`config.mk`:
```
export PLATFORM = sky130hd
export DESIGN_NAME = io_led_ctrl
export DESIGN_NICKNAME = d
export VERILOG_FILES = /design/src/logic/io_led_pkg.sv /design/src/logic/io_led_ctrl.sv
export VERILOG_INCLUDE_DIRS = /design/src /design/src/logic
export SDC_FILE = /design/constraint.sdc
export NUM_CORES = 1
export LEC_CHECK = 0
export ABC_AREA = 1
export BUFFER_PORTS_ARGS = -buffer_cell sky130_fd_sc_hd__buf_2
export CELL_PAD_IN_SITES_DETAIL_PLACEMENT = 1
export CELL_PAD_IN_SITES_GLOBAL_PLACEMENT = 1
export CORE_ASPECT_RATIO = 1.25
export CORE_UTILIZATION = 35
export CTS_BUF_LIST = sky130_fd_sc_hd__clkbuf_2
export CTS_CLUSTER_SIZE = 25
export DETAILED_ROUTE_END_ITERATION = 7
export GPL_TIMING_DRIVEN = 0
export PLACE_DENSITY = 0.76
export SYNTH_ARGS = -nofsm -noshare
export SYNTH_HDL_FRONTEND = slang
export SYNTH_SLANG_ARGS = --single-unit
export TNS_END_PERCENT = 30
```
`constraint.sdc`:
```
create_clock -name clk_i -period 1.5 [get_ports clk_i]
set_input_delay 0.075 -clock clk_i [delete_from_list [all_inputs] [get_ports clk_i]]
set_output_delay 0.075 -clock clk_i [all_outputs]
set_load 0.02 [all_outputs]
```
`src/logic/io_led_cfg.svh`:
```
// register offsets, field positions, reset values and timing for the status led block
`ifndef IO_LED_CFG_SVH
`define IO_LED_CFG_SVH
`define LED_CLK_MHZ 100
`define LED_MS_NS 1000000
`define LED_CYC_PER_MS (`LED_MS_NS * `LED_CLK_MHZ / 1000)
`define LED_OW_ON_MS 64
`define LED_OW_OFF_MS 64
`define LED_OW_GAP_MS 2000
`define LED_OW_PERIOD_MS (3 * 64 + 2000)
`define LED_FLASH_HALF_MS 250
`define LED_PU_TOTAL_MS 2000
`define LED_PU_HALF_MS 500
`define LED_REG_CTRL 4'h0
`define LED_REG_STATUS 4'h4
`define LED_REG_TRIP_LO 4'h8
`define LED_REG_TRIP_HI 4'hC
`define LED_CTRL_CFG_BIT 0
`define LED_CTRL_KIND_LSB 1
`define LED_CTRL_RESET 3'h0
`define LED_ST_BANK_BIT 0
`define LED_ST_PU_BIT 1
`define LED_ST_TRIP_BIT 2
`endif

```
`src/logic/io_led_pkg.sv`:
```
// types shared by the status led block
package io_led_pkg;
  typedef enum logic [1:0] {
    KIND_IN,
    KIND_OUT,
    KIND_MIX16,
    KIND_MIX8
  } kind_t;
endpackage : io_led_pkg

```
`src/logic/io_led_ctrl.sv`:
```
// status and channel led control of a discrete i/o module, wishbone register slave
//
// Contract
// - active output overloaded or shorted trips off, flashes its led, lights io led.
// - err led steady for internal event, flashing on cpu link loss, else off.
// - io led steady for overload/short/supply error, flashing for miswiring, else off.
// - bank led lit while channels 32..63 shown, off for 0..31.
// - channel led shows 1 lit, 0 off, flashing on error/overload/short/open wire.
// - open wire pattern repeats on 64 ms, off 64, on 64, off 2000.
// - push-button toggles displayed bank; reset shows first 32 channels.
// - 64-channel module multiplexes both banks onto 32 channel leds.
// - mixed module shows inputs on first leds; 16/16 uses leds 0-15 and 16-31.
// - 8/8 mixed module maps inputs to leds 0-7, outputs to leds 16-23.
// - after sensor supply loss io led lights, input leds hold last value.
// - internal and external event display suppressed until module configured.
// - after reset run, err, io and channel leds flash twice over about 2 seconds; bank led stays off (the code still lets a button press light it).
// - detected event latches channel status until its cause is removed.
`timescale 1ns/100ps
`include "io_led_cfg.svh"
module io_led_ctrl #(
  parameter int NCH = 64,
  parameter int CYC_PER_MS = `LED_CYC_PER_MS
) (
  input wire logic clk_i,
  input wire logic rst_i,
  input wire logic [3:0] adr_i,
  input wire logic [31:0] dat_i,
  output logic [31:0] dat_o,
  input wire logic we_i,
  input wire logic [3:0] sel_i,
  input wire logic cyc_i,
  input wire logic stb_i,
  output logic ack_o,
  input wire logic [NCH-1:0] chan_in_i,
  input wire logic [NCH-1:0] out_cmd_i,
  input wire logic [NCH-1:0] overload_i,
  input wire logic [NCH-1:0] open_wire_i,
  input wire logic [NCH-1:0] chan_err_i,
  input wire logic sensor_fail_i,
  input wire logic preact_fail_i,
  input wire logic miswire_i,
  input wire logic internal_err_i,
  input wire logic cpu_link_lost_i,
  input wire logic bank_button_i,
  output logic [NCH-1:0] out_drive_o,
  output logic led_run_o,
  output logic led_err_o,
  output logic led_io_o,
  output logic led_bank_o,
  output logic [31:0] led_chan_o
);
  localparam int MSW = $clog2(CYC_PER_MS);
  localparam logic [11:0] OW_P = 12'(`LED_OW_PERIOD_MS);
  localparam logic [11:0] PU_T = 12'(`LED_PU_TOTAL_MS);

  // only the two documented module widths can be mapped onto 32 leds
  if (NCH != 32 && NCH != 64) begin : g_bad
    $error("io_led_ctrl: NCH must be 32 or 64");
  end
  if (CYC_PER_MS < 2) begin : g_bad_ms
    $error("io_led_ctrl: CYC_PER_MS too small");
  end

  logic [MSW-1:0] cyc_reg, cyc_next;
  logic ms_tick;
  logic [11:0] ow_reg, ow_next;
  logic [8:0] fl_reg, fl_next;
  logic fl_on_reg, fl_on_next;
  logic [11:0] pu_reg, pu_next;
  logic pu_busy, pu_on, ow_on;

  // time base: cycle divider gives a 1 ms enable pulse
  always_comb begin
    ms_tick = (cyc_reg == MSW'(CYC_PER_MS - 1));
    cyc_next = ms_tick ? '0 : cyc_reg + 1'b1;
    ow_next = ow_reg;
    fl_next = fl_reg;
    fl_on_next = fl_on_reg;
    pu_next = pu_reg;
    if (ms_tick) begin
      ow_next = (ow_reg == OW_P - 12'h001) ? 12'h000 : ow_reg + 12'h001;
      if (fl_reg == 9'(`LED_FLASH_HALF_MS - 1)) begin
        fl_next = 9'h000;
        fl_on_next = !fl_on_reg;
      end else begin
        fl_next = fl_reg + 9'h001;
      end
      if (pu_busy) begin
        pu_next = pu_reg + 12'h001;
      end
    end
  end

  always_ff @(posedge clk_i) begin
    if (rst_i) begin
      cyc_reg <= '0;
      ow_reg <= 12'h000;
      fl_reg <= 9'h000;
      fl_on_reg <= 1'b1;
      pu_reg <= 12'h000;
    end else begin
      cyc_reg <= cyc_next;
      ow_reg <= ow_next;
      fl_reg <= fl_next;
      fl_on_reg <= fl_on_next;
      pu_reg <= pu_next;
    end
  end

  // two flashes: on 500, off 500, on 500, off 500 ms
  assign pu_busy = (pu_reg < PU_T);
  assign pu_on = pu_busy && (pu_reg < 12'(`LED_PU_HALF_MS) ||
                 (pu_reg >= 12'(2 * `LED_PU_HALF_MS) && pu_reg < 12'(3 * `LED_PU_HALF_MS)));
  assign ow_on = (ow_reg < 12'(`LED_OW_ON_MS)) ||
                 (ow_reg >= 12'(`LED_OW_ON_MS + `LED_OW_OFF_MS) &&
                  ow_reg < 12'(2 * `LED_OW_ON_MS + `LED_OW_OFF_MS));

  logic cfg_reg, cfg_next;
  io_led_pkg::kind_t kind_reg, kind_next;
  logic bank_reg, bank_next, btn_reg;
  logic [31:0] dat_next;
  logic ack_next;
  logic [NCH-1:0] trip_reg, trip_next, held_reg, held_next, drive_next;
  logic [NCH-1:0] fault_reg, fault_next, open_reg, open_next;
  logic [63:0] trip64;
  logic wr;

  assign trip64 = 64'(trip_reg);
  assign wr = cyc_i && stb_i && we_i && !ack_o;

  // register access, bank select, trips and event latches
  always_comb begin
    ack_next = cyc_i && stb_i && !ack_o;
    dat_next = 32'h0000_0000;
    cfg_next = cfg_reg;
    kind_next = kind_reg;
    unique case (adr_i)
      `LED_REG_CTRL: begin
        dat_next = {29'h0000_0000, kind_reg, cfg_reg};
        if (wr && sel_i[0]) begin
          cfg_next = dat_i[`LED_CTRL_CFG_BIT];
          kind_next = io_led_pkg::kind_t'(dat_i[`LED_CTRL_KIND_LSB +: 2]);
        end
      end
      `LED_REG_STATUS: dat_next = {29'h0000_0000, |trip_reg, pu_busy, bank_reg};
      `LED_REG_TRIP_LO: dat_next = trip64[31:0];
      `LED_REG_TRIP_HI: dat_next = trip64[63:32];
      default: dat_next = 32'h0000_0000; // unmapped: acked, reads zero
    endcase
    // only a 64-channel module has a second bank to select
    bank_next = bank_reg ^ (bank_button_i && !btn_reg && NCH == 64);
    // a trip holds the output off until the command is withdrawn
    trip_next = (trip_reg & out_cmd_i) | (overload_i & out_cmd_i);
    drive_next = out_cmd_i & ~trip_next;
    // inputs freeze while the sensor supply is missing
    held_next = sensor_fail_i ? held_reg : chan_in_i;
    // set wins; a latch falls only once its cause is gone
    fault_next = overload_i | chan_err_i | (trip_reg & out_cmd_i);
    open_next = open_wire_i | (open_reg & open_wire_i);
  end

  always_ff @(posedge clk_i) begin
    if (rst_i) begin
      ack_o <= 1'b0;
      dat_o <= 32'h0000_0000;
      cfg_reg <= 1'(`LED_CTRL_RESET); // only the configured bit lives here
      kind_reg <= io_led_pkg::KIND_IN;
      bank_reg <= 1'b0;
      btn_reg <= 1'b0;
      trip_reg <= '0;
      out_drive_o <= '0;
      held_reg <= '0;
      fault_reg <= '0;
      open_reg <= '0;
    end else begin
      ack_o <= ack_next;
      dat_o <= dat_next;
      cfg_reg <= cfg_next;
      kind_reg <= kind_next;
      bank_reg <= bank_next;
      btn_reg <= bank_button_i;
      trip_reg <= trip_next;
      out_drive_o <= drive_next;
      held_reg <= held_next;
      fault_reg <= fault_next;
      open_reg <= open_next;
    end
  end

  // per channel view: level, flashing fault, open wire pattern
  logic [NCH-1:0] ch_vis;
  for (genvar i = 0; i < NCH; i++) begin : g_ch
    logic is_in, unused_led, lvl;
    assign is_in = kind_reg == io_led_pkg::KIND_IN ||
                   (kind_reg == io_led_pkg::KIND_MIX16 && i < 16) ||
                   (kind_reg == io_led_pkg::KIND_MIX8 && i < 8);
    assign unused_led = kind_reg == io_led_pkg::KIND_MIX8 && ((i >= 8 && i < 16) || i >= 24);
    assign lvl = is_in ? held_reg[i] : out_drive_o[i];
    assign ch_vis[i] = unused_led ? 1'b0 :
                       (cfg_reg && open_reg[i]) ? ow_on :
                       (cfg_reg && fault_reg[i]) ? fl_on_reg : lvl;
  end

  logic [31:0] chan_next;
  logic run_next, err_next, io_next;
  logic ext_err;

  assign ext_err = |overload_i || |trip_reg || sensor_fail_i || preact_fail_i;

  // front panel: power-up flash overrides, events only once configured
  always_comb begin
    chan_next = (NCH == 64 && bank_reg) ? ch_vis[NCH-1 -: 32] : ch_vis[31:0];
    run_next = 1'b1;
    err_next = cfg_reg && (internal_err_i || (cpu_link_lost_i && fl_on_reg));
    io_next = cfg_reg && (ext_err || (miswire_i && fl_on_reg));
    if (pu_busy) begin
      chan_next = {32{pu_on}};
      run_next = pu_on;
      err_next = pu_on;
      io_next = pu_on;
    end
  end

  always_ff @(posedge clk_i) begin
    if (rst_i) begin
      led_chan_o <= 32'h0000_0000;
      led_run_o <= 1'b0;
      led_err_o <= 1'b0;
      led_io_o <= 1'b0;
      led_bank_o <= 1'b0;
    end else begin
      led_chan_o <= chan_next;
      led_run_o <= run_next;
      led_err_o <= err_next;
      led_io_o <= io_next;
      led_bank_o <= bank_reg && NCH == 64;
    end
  end
endmodule : io_led_ctrl

```
==> results of run 1 <==
[cells by family after synthesis]
group | after synthesis
xor gates and xnor gates | 25
adders and majority gates | 6
AOI/OAI and AO/OA | 503
and+or+nand+nor | 1184
buffers and inverters | 465
DFF | 445
[cell usage after synthesis (3+ instances only)]
master | count | area [um2]
buf_6 | 5 | 56.3
nor2_1 | 344 | 1290
inv_1 | 328 | 1230
nand3_1 | 200 | 1000
xnor2_1 | 6 | 52.6
buf_1 | 3 | 11.3
nand3b_1 | 3 | 22.5
nand3_2 | 3 | 30.0
a211oi_1 | 13 | 97.6
nor2_4 | 3 | 33.8
inv_2 | 7 | 26.3
o21ai_1 | 6 | 30.0
buf_4 | 6 | 45.0
a22oi_1 | 7 | 52.6
nor2_2 | 4 | 25.0
clkbuf_1 | 69 | 259
a21oi_1 | 275 | 1380
o21a_1 | 9 | 67.6
nor4_1 | 13 | 81.3
ha_1 | 6 | 75.1
nor3_1 | 50 | 250
nand2_2 | 3 | 18.8
buf_2 | 43 | 215
o21ai_0 | 115 | 576
o22ai_1 | 28 | 175
or2_2 | 3 | 18.8
dfxtp_1 | 445 | 8910
nand4_1 | 23 | 144
nand2_1 | 526 | 1970
a31oi_1 | 13 | 81.3
o211ai_1 | 32 | 240
xor2_1 | 19 | 166
[through the flow]
stage               instances  setup TNS [ps]
floorplan                2628               0
global placement         3768         -195900
detailed placement       3768         -199850
CTS                      4840          -61490
[what timing repair did]
action / in CTS
resized for setup: 715
gates cloned: 5
pin swaps: 92
hold buffers: 797
endpoints found under the setup margin: 231
endpoints found under the hold margin: 421
setup buffers: 62
[layer usage]
metal,GRT overflow,track usage (%)
met5,0,26.9
met1,0,70.0
met3,2,59.2
met2,45,94.5
met4,47,82.9
==> impl_metrics.prom, run 1 <==
# TYPE chip_impl_metric gauge
chip_impl_metric{name="cts_buffers",unit=""} 114
chip_impl_metric{name="yosys.area_share.simple",unit="%"} 26.6
chip_impl_info{name="clockRootBuffer",value="clkbuf_2"} 1
chip_impl_metric{name="mapped_cell_area",unit="um2"} 18800
chip_impl_metric{name="synth_xor_xnor_area_share",unit="%"} 1.16
chip_impl_metric{name="initial_cell_density_of_the_core",unit="%"} 35.6
chip_impl_metric{name="clk_path_buf_depth",unit=""} 3
chip_impl_info{name="status",value="did not finish"} 1
chip_impl_metric{name="dpl_worst_slack",unit="ps"} -1320
chip_impl_metric{name="die_height",unit="um"} 261
chip_impl_info{name="worstEndpointGrtRepair",value="out_drive_o[30]"} 1
chip_impl_metric{name="synth_warnings",unit=""} 0
chip_impl_metric{name="post_syn_instances",unit=""} 2628
chip_impl_info{name="run.stop_error",value="[ERROR GRT-0232] Routing congestion too high. Check the congestion heatmap in the GUI."} 1
chip_impl_metric{name="routabilityCongestion",unit=""} 0.992
chip_impl_metric{name="dpl.hpwl",unit="um"} 80100
chip_impl_metric{name="i_o_pins",unit=""} 504
chip_impl_metric{name="area_fraction_in_compound_gates_after_synthesis",unit="%"} 14.6
chip_impl_info{name="lastStage",value="global routing (5_1_grt)"} 1
chip_impl_metric{name="globalRouteOverflowTotal",unit=""} 94
chip_impl_metric{name="average_cell_area_after_synthesis",unit="um2"} 7.15
chip_impl_metric{name="synth.area.mux_share",unit="%"} 0
chip_impl_metric{name="yosysUniqueCellTypes",unit=""} 45
chip_impl_metric{name="synth_seq_cells",unit=""} 445
chip_impl_metric{name="grt_use_total",unit="%"} 74.9
chip_impl_metric{name="cts_num_sinks",unit=""} 445
chip_impl_metric{name="fp.dieW",unit="um"} 209
chip_impl_metric{name="clock_tree.htree_level_count",unit=""} 3
chip_impl_metric{name="placed_instance_area",unit="um2"} 22000
chip_impl_metric{name="postSynth.asyncResetShare",unit="%"} 0
chip_impl_info{name="pin_category_terminating_the_worst_setup_path_after_the_last_repair",value="top-level output"} 1
chip_impl_metric{name="syn-num-nets",unit=""} 3005
chip_impl_metric{name="pin_count_of_the_biggest_net_entering_global_routing",unit=""} 18
chip_impl_metric{name="numPortBuffers",unit=""} 468
chip_impl_metric{name="synthAdderAreaFrac",unit="%"} 0.399
chip_impl_info{name="synth_top_flop_cell",value="dfxtp_1"} 1
chip_impl_info{name="synth_top_family_by_area",value="simple AND/OR/NAND/NOR gates"} 1
chip_impl_metric{name="synth_seq_area_share",unit="%"} 47.4
chip_impl_metric{name="synth_edf_count",unit=""} 0
chip_impl_metric{name="placementRows",unit=""} 94
==> run 2, diff against run 1 <==
==> config.mk (replaced) <==
export PLATFORM = sky130hd
export DESIGN_NAME = io_led_ctrl
export DESIGN_NICKNAME = d
export VERILOG_FILES = /design/src/logic/io_led_pkg.sv /design/src/logic/io_led_ctrl.sv
export VERILOG_INCLUDE_DIRS = /design/src /design/src/logic
export SDC_FILE = /design/constraint.sdc
export NUM_CORES = 1
export LEC_CHECK = 0
export ABC_AREA = 1
export BUFFER_PORTS_ARGS = -buffer_cell sky130_fd_sc_hd__buf_2
export CORE_UTILIZATION = 30
export DETAILED_ROUTE_END_ITERATION = 7
export GPL_TIMING_DRIVEN = 0
export PLACE_DENSITY_LB_ADDON = 0.15
export SYNTH_ARGS = -nofsm -noshare
export SYNTH_HDL_FRONTEND = slang
export SYNTH_SLANG_ARGS = --single-unit
export TNS_END_PERCENT = 30
==> constraint.sdc (replaced) <==
create_clock -name clk_i -period 2 [get_ports clk_i]
set_input_delay 0.1 -clock clk_i [delete_from_list [all_inputs] [get_ports clk_i]]
set_output_delay 0.1 -clock clk_i [all_outputs]
set_load 0.02 [all_outputs]
==> run 2 against run 1 <==
Effect of this change: the flow now finishes, with violations (hold timing, setup timing); synthesized area unchanged; synthesized cell count unchanged.
==> impl_metrics.prom, run 2 <==
# TYPE chip_impl_metric gauge
chip_impl_metric{name="instances_no_fill",unit=""} 4439
chip_impl_metric{name="synth_warnings",unit=""} 0
chip_impl_info{name="synth_area_leader_cell",value="dfxtp_1"} 1
chip_impl_metric{name="core_region_area",unit="um2"} 61800
chip_impl_metric{name="pwr_density_cell",unit="nW/um2"} 802
chip_impl_metric{name="worst-r2r-cell-count",unit=""} 9
chip_impl_metric{name="post_route_clock_skew",unit="ps"} 18.0
chip_impl_metric{name="average_cell_area_after_synthesis",unit="um2"} 7.15
chip_impl_metric{name="hold_ws",unit="ps"} -9.15
chip_impl_info{name="start_kind",value="input pin"} 1
chip_impl_metric{name="p_clk_share",unit="%"} 44.4
chip_impl_metric{name="yosys.area_share.simple",unit="%"} 26.6
chip_impl_metric{name="routed_wirelength",unit="um"} 102000
chip_impl_metric{name="finalSetupViolations",unit=""} 2
chip_impl_metric{name="critPathArrivalTime",unit="ps"} 2550
chip_impl_metric{name="number_of_global_route_vias_before_repair",unit=""} 21000
chip_impl_info{name="ys_top_cells_by_count",value="526 x nand2_1, 445 x dfxtp_1, 344 x nor2_1"} 1
chip_impl_metric{name="drt-initial-drc-count",unit=""} 2147
chip_impl_info{name="critPathKind",value="input pin to register"} 1
chip_impl_metric{name="p_int",unit="mW"} 16.4
chip_impl_metric{name="areaGrowthSynthToFinish",unit="%"} 50.0
chip_impl_metric{name="fin_nets",unit=""} 3938
chip_impl_metric{name="pin_count_of_the_biggest_net_entering_global_routing",unit=""} 16
chip_impl_metric{name="initial_cell_density_of_the_core",unit="%"} 30.4
chip_impl_metric{name="vias_per_cell",unit=""} 4.96
chip_impl_metric{name="power.switching_fraction",unit="%"} 27.4
chip_impl_info{name="tritoncts",value="yes"} 1
chip_impl_metric{name="synth_xor_xnor_area_share",unit="%"} 1.16
chip_impl_metric{name="report.final.hold_viol_count",unit=""} 1
chip_impl_metric{name="cts_num_sinks",unit=""} 445
chip_impl_info{name="endpoint_kind",value="register"} 1
chip_impl_info{name="timing.rr.start",value="fl_on_reg"} 1
chip_impl_metric{name="cts.clk_slew.worst_paths",unit="ps"} 60
chip_impl_metric{name="numPortBuffers",unit=""} 468
chip_impl_metric{name="crit_path_max_fanout",unit=""} 3
chip_impl_metric{name="placementRows",unit=""} 91
chip_impl_info{name="status",value="finished with violations"} 1
chip_impl_info{name="layout.cells.most_common_list",value="525 x nand2_1, 502 x buf_2, 444 x dfxtp_1"} 1
chip_impl_info{name="synth_area_leaders",value="dfxtp_1 47%, nand2_1 11%, a21oi_1 7.3%"} 1
chip_impl_metric{name="remaining_drc_errors",unit=""} 0
chip_impl_metric{name="post-place-cells",unit=""} 3933
chip_impl_metric{name="globalRouteMet3Util",unit="%"} 4.32
chip_impl_metric{name="grtUsageMet1",unit="%"} 41.6
chip_impl_metric{name="global_route.usage.met2",unit="%"} 49.2
chip_impl_metric{name="syn-num-nets",unit=""} 3005
chip_impl_metric{name="dpl.hpwl",unit="um"} 79000
chip_impl_info{name="top_usage_layer",value="met2"} 1
chip_impl_metric{name="postSynth.asyncResetShare",unit="%"} 0
chip_impl_metric{name="filler_cell_count",unit=""} 6278
chip_impl_metric{name="mapped_cell_area",unit="um2"} 18800
chip_impl_metric{name="clk_path_buf_depth",unit=""} 3
chip_impl_metric{name="fraction_of_layout_cells_with_a_size_suffix_above_1",unit="%"} 18.4
chip_impl_metric{name="wire_length_of_the_first_global_routing_pass",unit="um"} 141000
chip_impl_metric{name="firstDrtPassIters",unit=""} 8
chip_impl_metric{name="share_seq_of_total_power",unit="%"} 42.8
chip_impl_metric{name="timing.slew.headroom",unit="%"} 20.0
chip_impl_metric{name="clock_tree.htree_level_count",unit=""} 2
chip_impl_info{name="most_common_cell_after_layout_fill_and_taps_aside",value="nand2_1"} 1
chip_impl_metric{name="synth_edf_count",unit=""} 0
chip_impl_metric{name="worst-slew-pin-transition",unit="ps"} 1200
chip_impl_metric{name="timing.final.ws_setup",unit="ps"} -83.8
chip_impl_metric{name="drv.max_cap_violation_count",unit=""} 0
chip_impl_metric{name="die_height",unit="um"} 252
chip_impl_metric{name="antenna_found_initial",unit=""} 5
chip_impl_info{name="ff_to_ff_end",value="led_io_o"} 1
chip_impl_info{name="clockRootBuffer",value="clkbuf_16"} 1
chip_impl_metric{name="post_syn_instances",unit=""} 2628
chip_impl_metric{name="clk_latency_worst_skew_pair",unit="ps"} 620
chip_impl_metric{name="route.antenna.remaining_nets",unit=""} 0
chip_impl_metric{name="i_o_pins",unit=""} 504
chip_impl_metric{name="p_leak",unit="nW"} 13.0
chip_impl_metric{name="combinationalPowerShare",unit="%"} 12.8
chip_impl_metric{name="rrSetupSlack",unit="ps"} -30
chip_impl_info{name="worst_setup_path_startpoint",value="overload_i[41]"} 1
chip_impl_metric{name="post-synth-top-area-fraction",unit="%"} 47.4
chip_impl_metric{name="floorplan.die_area",unit="um2"} 63700
chip_impl_metric{name="fmax",unit="MHz"} 480
chip_impl_metric{name="final_period_minus_worst_setup_slack",unit="ps"} 2080
chip_impl_metric{name="yosysUniqueCellTypes",unit=""} 45
chip_impl_metric{name="cts_buffers",unit=""} 51
chip_impl_info{name="synth_top_family_by_area",value="simple AND/OR/NAND/NOR gates"} 1
chip_impl_metric{name="synth_seq_cells",unit=""} 445
chip_impl_info{name="grt_setup_unrepaired",value="yes"} 1
chip_impl_metric{name="routed_wire_per_std_cell",unit="um"} 22.9
chip_impl_metric{name="timing.critical_path.required",unit="ps"} 2470
chip_impl_metric{name="vdd_ir_drop_max",unit="uV"} 577
chip_impl_info{name="violations",value="hold timing, setup timing"} 1
chip_impl_metric{name="period_share",unit="%"} 104
chip_impl_metric{name="synth_seq_area_share",unit="%"} 47.4
chip_impl_metric{name="fp.dieW",unit="um"} 252
chip_impl_metric{name="routabilityCongestion",unit=""} 0.945
chip_impl_metric{name="synth.area.mux_share",unit="%"} 0
chip_impl_info{name="synth_top_flop_cell",value="dfxtp_1"} 1
chip_impl_metric{name="globalRouteOverflowTotal",unit=""} 0
chip_impl_metric{name="dr_total_vias",unit=""} 22000
chip_impl_metric{name="hold_depth",unit=""} 5
chip_impl_metric{name="drv_slew",unit=""} 0
chip_impl_info{name="min-delay-start",value="cyc_i"} 1
chip_impl_metric{name="grt_use_total",unit="%"} 30.9
chip_impl_info{name="classification_of_the_worst_slack_hold_path",value="input pin to register"} 1
chip_impl_metric{name="power_switching",unit="mW"} 6.21
chip_impl_info{name="synth.most_common_cell",value="nand2_1"} 1
chip_impl_info{name="worst_hold_end",value="cfg_reg"} 1
chip_impl_metric{name="synthAdderAreaFrac",unit="%"} 0.399
chip_impl_metric{name="area_fraction_in_compound_gates_after_synthesis",unit="%"} 14.6
[run 2: cell counts after synthesis]
Identical to the previous run, type by type.
[run 2: cells by family after synthesis]
logic type / after synthesis
DFF: 445
AOI/OAI and AO/OA: 503
buffers and inverters: 465
xor gates and xnor gates: 25
adders and majority gates: 6
and+or+nand+nor: 1184
[run 2: power by group through the flow]
stage	logic (mW)	clock network [mW]	registers [mW]
after floorplan	0.923	0	9.77
after global placement	2.20	0	9.85
after detailed placement	2.20	0	9.85
after CTS	2.82	10.1	9.66
after global routing	3.08	10.5	9.69
final	2.89	10.0	9.68
[run 2: per-stage QoR]
step	cell area [um2]	total power, mW	utilization [%]	setup WS (ps)	TNS, ps
finish	28200	22.6	45.6	-83.8	-98.5
global route	28200	23.2	45.6	-34.7	-164
CTS	28100	22.6	45.4	-121	-406
detailed placement	22200	12.1	35.9	-475	-36060
global placement	22200	12.0	35.9	-421	-32950
floorplan	18800	10.7	-	472	0
[run 2: layer usage]
metal  wire [um]  share of wire, %  vias up
met4        4180               4.1        2
met1       44800                44    10400
met3        7060               6.9      206
met2       45600                45     1080
met5           9            0.0089        -
li1            -                 -    10300
[run 2: worst max path at each step]
stage / depth (start not counted) / endpoint
floorplan: 9 / fl_reg[2]
global placement: 5 / dat_o[18]
detailed placement: 5 / dat_o[18]
CTS: 10 / led_chan_o[12]
global route: 9 / led_chan_o[13]
finish: 10 / led_io_o
[run 2: area by class of cell]
class | instances | area (um2) | share of cell area [%]
well taps | 837 | 1050 | 3.71
repair buffers | 880 | 6480 | 23.0
plain buffers | 126 | 629 | 2.23
clock inverters | 29 | 357 | 1.26
diodes | 1 | 2.50 | 0.00888
flip-flops and latches | 445 | 8910 | 31.6
clock buffers | 64 | 1400 | 4.95
inverters | 339 | 1280 | 4.54
multi-input cells | 1718 | 8090 | 28.7
[run 2: critical path, stage by stage]
cell and delay (ps):
dlygate4sd3_1 520, buf_2 160, nor2_1 250, nand3_1 170
nor2_1 280, nand2_1 80, nor2_1 270, nand2_1 150
o21bai_1 370, a21oi_1 180
[run 2: what timing repair did]
action / 4_1_cts / 5_1_grt
hold buffers: 411 / 0
pin swaps: 1 / 4
endpoints found under the hold margin: 334 / 0
endpoints found under the setup margin: 22 / 32
buffers inserted: 0 / 1
resized for setup: 9 / 33
Power figures use the tool's default switching activity.
==> run 3, diff against run 2 <==
==> constraint.sdc (replaced) <==
create_clock -name clk_i -period 2 [get_ports clk_i]
set_input_delay 0.3 -clock clk_i [delete_from_list [all_inputs] [get_ports clk_i]]
set_output_delay 0.3 -clock clk_i [all_outputs]
set_load 0.02 [all_outputs]
==> run 3 against run 2 <==
Effect of this change: the run ends with setup timing left; via count fell by 2.1%; combinational power fell by 4%; final area fell by 2.9%; sequential share of layout area rose by 0.93 points; critical path depth rose by 1; die area did not move; critical endpoint is now led_chan_o[16]; largest cell class unchanged.
==> impl_metrics.prom, run 3 (synthesis results as in run 2) <==
# TYPE chip_impl_metric gauge
chip_impl_metric{name="initial_cell_density_of_the_core",unit="%"} 30.4
chip_impl_info{name="routed.top_layer",value="met5"} 1
chip_impl_info{name="classification_of_the_worst_slack_hold_path",value="input pin to register"} 1
chip_impl_metric{name="number_of_global_route_vias_before_repair",unit=""} 20400
chip_impl_info{name="violations",value="setup timing"} 1
chip_impl_info{name="start_kind",value="register"} 1
chip_impl_metric{name="clk_path_buf_depth",unit=""} 3
chip_impl_metric{name="placementRows",unit=""} 91
chip_impl_info{name="critical_path.cell_chain",value="buf_4 > nor2_4 > buf_12 > buf_6 > buf_6 > o211ai_1 > nand3_1 > o211ai_1 > nand2_1 > nor2_1 > nor2_1"} 1
chip_impl_info{name="critical-path-slowest-cell",value="o211ai_1"} 1
chip_impl_metric{name="globalRouteOverflowTotal",unit=""} 0
chip_impl_metric{name="post_route_clock_skew",unit="ps"} 23.0
chip_impl_metric{name="i_o_pins",unit=""} 504
chip_impl_metric{name="timing.final.ws_setup",unit="ps"} -55.0
chip_impl_metric{name="drv_slew",unit=""} 0
chip_impl_metric{name="power",unit="mW"} 22.5
chip_impl_metric{name="rrSetupSlack",unit="ps"} -60
chip_impl_metric{name="route.antenna.remaining_nets",unit=""} 0
chip_impl_metric{name="remaining_drc_errors",unit=""} 0
chip_impl_metric{name="routed_wire_per_std_cell",unit="um"} 23.0
chip_impl_metric{name="firstDrtPassIters",unit=""} 6
chip_impl_metric{name="numPortBuffers",unit=""} 468
chip_impl_metric{name="cts_buffers",unit=""} 51
chip_impl_metric{name="die_height",unit="um"} 252
chip_impl_info{name="status",value="finished with violations"} 1
chip_impl_metric{name="final_period_minus_worst_setup_slack",unit="ps"} 2060
chip_impl_metric{name="routabilityCongestion",unit=""} 0.945
chip_impl_metric{name="vias_per_cell",unit=""} 4.95
chip_impl_metric{name="routed_metal_1_wire_length",unit="um"} 44500
chip_impl_metric{name="grt_use_total",unit="%"} 30.5
chip_impl_metric{name="crit_path_max_fanout",unit=""} 10
chip_impl_metric{name="drt-initial-drc-count",unit=""} 2139
chip_impl_metric{name="report.final.hold_viol_count",unit=""} 0
chip_impl_metric{name="worst-slew-pin-transition",unit="ps"} 1030
chip_impl_metric{name="antenna_found_initial",unit=""} 4
chip_impl_metric{name="pwr_density_cell",unit="nW/um2"} 821
chip_impl_metric{name="core_region_area",unit="um2"} 61800
chip_impl_metric{name="cts_num_sinks",unit=""} 445
chip_impl_metric{name="fmax",unit="MHz"} 487
chip_impl_metric{name="drv.max_cap_violation_count",unit=""} 0
chip_impl_metric{name="floorplan.die_area",unit="um2"} 63700
chip_impl_metric{name="fraction_of_layout_cells_with_a_size_suffix_above_1",unit="%"} 18.8
chip_impl_metric{name="pin_count_of_the_biggest_net_entering_global_routing",unit=""} 16
chip_impl_metric{name="areaGrowthSynthToFinish",unit="%"} 45.7
chip_impl_metric{name="final_core_util",unit="%"} 44.3
chip_impl_info{name="grt_setup_unrepaired",value="yes"} 1
chip_impl_metric{name="final_tns_setup",unit="ps"} -55.0
chip_impl_metric{name="fp.dieW",unit="um"} 252
chip_impl_metric{name="slowest_delay",unit="ps"} 320
chip_impl_metric{name="wl_met2",unit="um"} 45400
chip_impl_metric{name="p_leak",unit="nW"} 12.6
chip_impl_info{name="critPathKind",value="register to register"} 1
chip_impl_metric{name="dpl.hpwl",unit="um"} 79000
chip_impl_info{name="endpoint_kind",value="register"} 1
chip_impl_metric{name="fin_nets",unit=""} 3857
chip_impl_metric{name="dpl_worst_slack",unit="ps"} -675
chip_impl_info{name="most_common_cell_after_layout_fill_and_taps_aside",value="nand2_1"} 1
chip_impl_metric{name="critPathArrivalTime",unit="ps"} 2560
chip_impl_metric{name="routed_wirelength",unit="um"} 100000
chip_impl_info{name="layout.cells.most_common_list",value="526 x nand2_1, 502 x buf_2, 444 x dfxtp_1"} 1
chip_impl_metric{name="finalSetupViolations",unit=""} 1
chip_impl_info{name="clockRootBuffer",value="clkbuf_16"} 1
chip_impl_metric{name="dr_total_vias",unit=""} 21600
chip_impl_metric{name="clk_latency_worst_skew_pair",unit="ps"} 620
chip_impl_metric{name="antenna_diode_count",unit=""} 0
chip_impl_metric{name="cts.clk_slew.worst_paths",unit="ps"} 60
chip_impl_metric{name="timing.slew.headroom",unit="%"} 31.4
chip_impl_metric{name="timing.critical_path.required",unit="ps"} 2500
chip_impl_metric{name="clock_tree.htree_level_count",unit=""} 2
chip_impl_info{name="tritoncts",value="yes"} 1
chip_impl_metric{name="met3_wirelength",unit="um"} 7140
chip_impl_metric{name="wire_length_of_the_first_global_routing_pass",unit="um"} 139000
chip_impl_metric{name="period_share",unit="%"} 103
chip_impl_metric{name="vdd_ir_drop_max",unit="uV"} 570
==> run 3: per-stage QoR <==
stage / hold WS [ps] / instance area [um2] / cells
finish: 10.8 / 27400 / 4357
global route: 18.2 / 27400 / 4357
CTS: 0.991 / 27300 / 4356
detailed placement: 439 / 22200 / 3933
global placement: 429 / 22200 / 3933
floorplan: 376 / 18800 / 2628
==> run 3: report_power, final <==
part	switching (mW)	leakage [nW]	internal, mW	total (mW)
clock network	4.17	0.872	5.87	10.0
registers	0.381	3.68	9.30	9.68
logic	1.62	8.08	1.15	2.76
==> run 3: final timing paths <==
path	from	endpoint	cells past startpoint
hold / removal	chan_in_i[44]	held_reg[44]	3
setup reg to reg	kind_reg[0]	led_chan_o[16]	11
hold reg to reg	held_reg[9]	held_reg[9]	2
setup / recovery	kind_reg[0]	led_chan_o[16]	11
==> run 3: what timing repair did <==
action | 4_1_cts | 5_1_grt
hold buffers | 330 | 0
endpoints found under the setup margin | 25 | 35
hold endpoints to repair | 266 | 0
setup buffers | 0 | 1
pin swaps | 1 | 2
resized for setup | 10 | 33
==> run 3: final cells by class <==
| class | count | area [um2] |
|---|---|---|
| Tap cell | 837 | 1050 |
| Clock buffer | 64 | 1400 |
| Buffer | 126 | 629 |
| Fill cell | 6395 | 34400 |
| Multi-Input combinational cell | 1718 | 8100 |
| Sequential cell | 445 | 8910 |
| Inverter | 339 | 1280 |
| Timing Repair Buffer | 799 | 5670 |
| Clock inverter | 29 | 357 |
==> run 3: critical path, delay by kind of cell, from the launching register on <==
family / cells / cell delay [ps]
DFF: 1 / 300
and+or+nand+nor: 5 / 470
buffers and inverters: 4 / 640
AOI/OAI and AO/OA: 2 / 510
==> run 3: layer usage <==
metal / vias up / GRT usage, %
li1: 10200 / -
met1: 10200 / 41.8
met2: 1028 / 49.1
met3: 166 / 3.73
met4: 2 / 10.9
met5: - / 0
==> run 4, diff against run 3 <==
==> constraint.sdc (replaced) <==
create_clock -name clk_i -period 2.5 [get_ports clk_i]
set_input_delay 0.375 -clock clk_i [delete_from_list [all_inputs] [get_ports clk_i]]
set_output_delay 0.375 -clock clk_i [all_outputs]
set_load 0.02 [all_outputs]
==> run 4 against run 3 <==
Effect of this change: the run now ends clean; hold slack improved by 8.1 ps; routed wire length decreased by 2.6%; sequential share of layout area grew 3.0 points; total power down 21%; die area did not move; critical path depth fell by 4; final area shrank 8.5%; maximum frequency fell by 12%; critical endpoint is now led_chan_o[13].
==> impl_metrics.prom, run 4 (synthesis results as in run 2) <==
# TYPE chip_impl_metric gauge
chip_impl_metric{name="die_height",unit="um"} 252
chip_impl_metric{name="clk_latency_worst_skew_pair",unit="ps"} 620
chip_impl_info{name="min-delay-start",value="out_cmd_i[26]"} 1
chip_impl_metric{name="pwr_density_cell",unit="nW/um2"} 706
chip_impl_info{name="ff_to_ff_end",value="led_chan_o[13]"} 1
chip_impl_metric{name="cts_buffers",unit=""} 51
chip_impl_metric{name="numPortBuffers",unit=""} 468
chip_impl_metric{name="antenna_found_initial",unit=""} 4
chip_impl_metric{name="routed_wire_per_std_cell",unit="um"} 23.6
chip_impl_metric{name="placementRows",unit=""} 91
chip_impl_info{name="most_common_cell_after_layout_fill_and_taps_aside",value="nand2_1"} 1
chip_impl_metric{name="fp.dieW",unit="um"} 252
chip_impl_metric{name="vdd_ir_drop_max",unit="uV"} 460
chip_impl_info{name="start_kind",value="register"} 1
chip_impl_metric{name="seqCellArea",unit="um2"} 8910
chip_impl_metric{name="routed_wirelength",unit="um"} 97800
chip_impl_info{name="classification_of_the_worst_slack_hold_path",value="input pin to register"} 1
chip_impl_metric{name="cts.clk_slew.worst_paths",unit="ps"} 60
chip_impl_metric{name="route.antenna.remaining_nets",unit=""} 0
chip_impl_info{name="clockRootBuffer",value="clkbuf_16"} 1
chip_impl_info{name="status",value="complete, no violations"} 1
chip_impl_info{name="critPathKind",value="register to register"} 1
chip_impl_metric{name="crit_path_max_fanout",unit=""} 10
chip_impl_metric{name="dr_total_vias",unit=""} 20500
chip_impl_metric{name="cts_num_sinks",unit=""} 445
chip_impl_info{name="layout.cells.most_common_list",value="526 x nand2_1, 511 x buf_2, 445 x dfxtp_1"} 1
chip_impl_metric{name="hold_depth",unit=""} 3
chip_impl_metric{name="period_share",unit="%"} 92.9
chip_impl_metric{name="worst-slew-pin-transition",unit="ps"} 1220
chip_impl_metric{name="final_period_minus_worst_setup_slack",unit="ps"} 2320
chip_impl_info{name="timing.rr.start",value="cfg_reg"} 1
chip_impl_metric{name="remaining_drc_errors",unit=""} 0
chip_impl_metric{name="drv.max_cap_violation_count",unit=""} 0
chip_impl_metric{name="initial_cell_density_of_the_core",unit="%"} 30.4
chip_impl_metric{name="final_tns_setup",unit="ps"} 0
chip_impl_metric{name="dpl.hpwl",unit="um"} 79000
chip_impl_metric{name="drt-initial-drc-count",unit=""} 1910
chip_impl_metric{name="timing.slew.headroom",unit="%"} 18.6
chip_impl_metric{name="fin_nets",unit=""} 3637
chip_impl_metric{name="firstDrtPassIters",unit=""} 5
chip_impl_metric{name="drv_slew",unit=""} 0
chip_impl_metric{name="p_leak",unit="nW"} 11.6
chip_impl_info{name="tritoncts",value="yes"} 1
chip_impl_metric{name="clk_path_buf_depth",unit=""} 3
chip_impl_metric{name="timing.critical_path.required",unit="ps"} 2990
chip_impl_info{name="worst_setup_path_startpoint",value="cfg_reg"} 1
chip_impl_metric{name="globalRouteOverflowTotal",unit=""} 0
chip_impl_metric{name="routabilityCongestion",unit=""} 0.945
chip_impl_metric{name="vias_per_cell",unit=""} 4.96
chip_impl_metric{name="power",unit="mW"} 17.7
chip_impl_metric{name="worst-r2r-cell-count",unit=""} 7
chip_impl_metric{name="rrSetupSlack",unit="ps"} 180
chip_impl_metric{name="critPathArrivalTime",unit="ps"} 2810
chip_impl_metric{name="placed_instance_area",unit="um2"} 22200
chip_impl_info{name="grt_setup_unrepaired",value="no"} 1
chip_impl_metric{name="final_area",unit="um2"} 25100
chip_impl_metric{name="pin_count_of_the_biggest_net_entering_global_routing",unit=""} 16
chip_impl_metric{name="number_of_global_route_vias_before_repair",unit=""} 19200
chip_impl_metric{name="report.final.hold_viol_count",unit=""} 0
chip_impl_metric{name="fraction_of_layout_cells_with_a_size_suffix_above_1",unit="%"} 19.4
chip_impl_metric{name="finalSetupViolations",unit=""} 0
chip_impl_metric{name="floorplan.die_area",unit="um2"} 63700
chip_impl_metric{name="post_route_clock_skew",unit="ps"} 20.5
chip_impl_metric{name="post_cts.repair.setup_buffers",unit=""} 0
chip_impl_metric{name="areaGrowthSynthToFinish",unit="%"} 33.3
chip_impl_metric{name="grt_use_total",unit="%"} 29.8
chip_impl_metric{name="fmax",unit="MHz"} 431
chip_impl_metric{name="i_o_pins",unit=""} 504
chip_impl_metric{name="clock_tree.htree_level_count",unit=""} 2
chip_impl_metric{name="wire_length_of_the_first_global_routing_pass",unit="um"} 135000
chip_impl_info{name="endpoint_kind",value="register"} 1
chip_impl_metric{name="multiInputGateArea",unit="um2"} 8030
chip_impl_info{name="worst_hold_end",value="trip64[26]"} 1
chip_impl_metric{name="filler_cell_count",unit=""} 6563
chip_impl_metric{name="core_region_area",unit="um2"} 61800
==> run 4: worst max-delay path, cell delays in order (launching register included) <==
cell,delay (ps)
dfxtp_1,310
buf_2,220
clkbuf_1,660
nand2_1,160
o211ai_1,530
nand2_1,130
nand2_1,90
a21oi_1,90
==> run 4: worst max-delay path by stage <==
stage / endpoint
floorplan: fl_reg[2]
global placement: dat_o[18]
detailed placement: dat_o[18]
CTS: led_chan_o[13]
global route: led_chan_o[13]
finish: led_chan_o[13]
==> run 4: through the flow <==
stage | hold slack, ps | setup slack (ps) | instances | utilization (%)
after floorplan | 417 | 972 | 2628 | -
after global placement | 429 | -196 | 3933 | 35.9
after detailed placement | 439 | -250 | 3933 | 35.9
after CTS | 0.759 | 271 | 4137 | 40.5
after global routing | 25.1 | 109 | 4138 | 40.5
final | 18.9 | 178 | 4138 | 40.5
==> run 4: timing repair <==
item / in CTS / in global routing
endpoints found under the hold margin: 107 / 0
hold buffers: 111 / 0
gates resized for setup: 0 / 0
==> run 4: area by class of cell <==
type	instances	area share (%)
flip-flops and latches	445	35.6
multi-input cells	1718	32.0
repair buffers	579	13.8
clock buffers	64	5.57
inverters	339	5.09
well taps	837	4.18
plain buffers	126	2.34
clock inverters	29	1.42
diodes	1	0.00999
==> run 4: where the power goes <==
group	switching (mW)	leakage, nW	internal, mW
clock network	3.33	0.872	4.70
registers	0.306	3.68	7.44
logic	1.24	7.02	0.692
==> run 4: per-layer routing <==
metal	global-route usage, %	part of all wire (%)	vias up
li1	-	-	9729
met1	41.4	45	9724
met2	47.7	45	932
met3	4.01	7.1	132
met4	9.18	2.8	0
met5	0	0	-
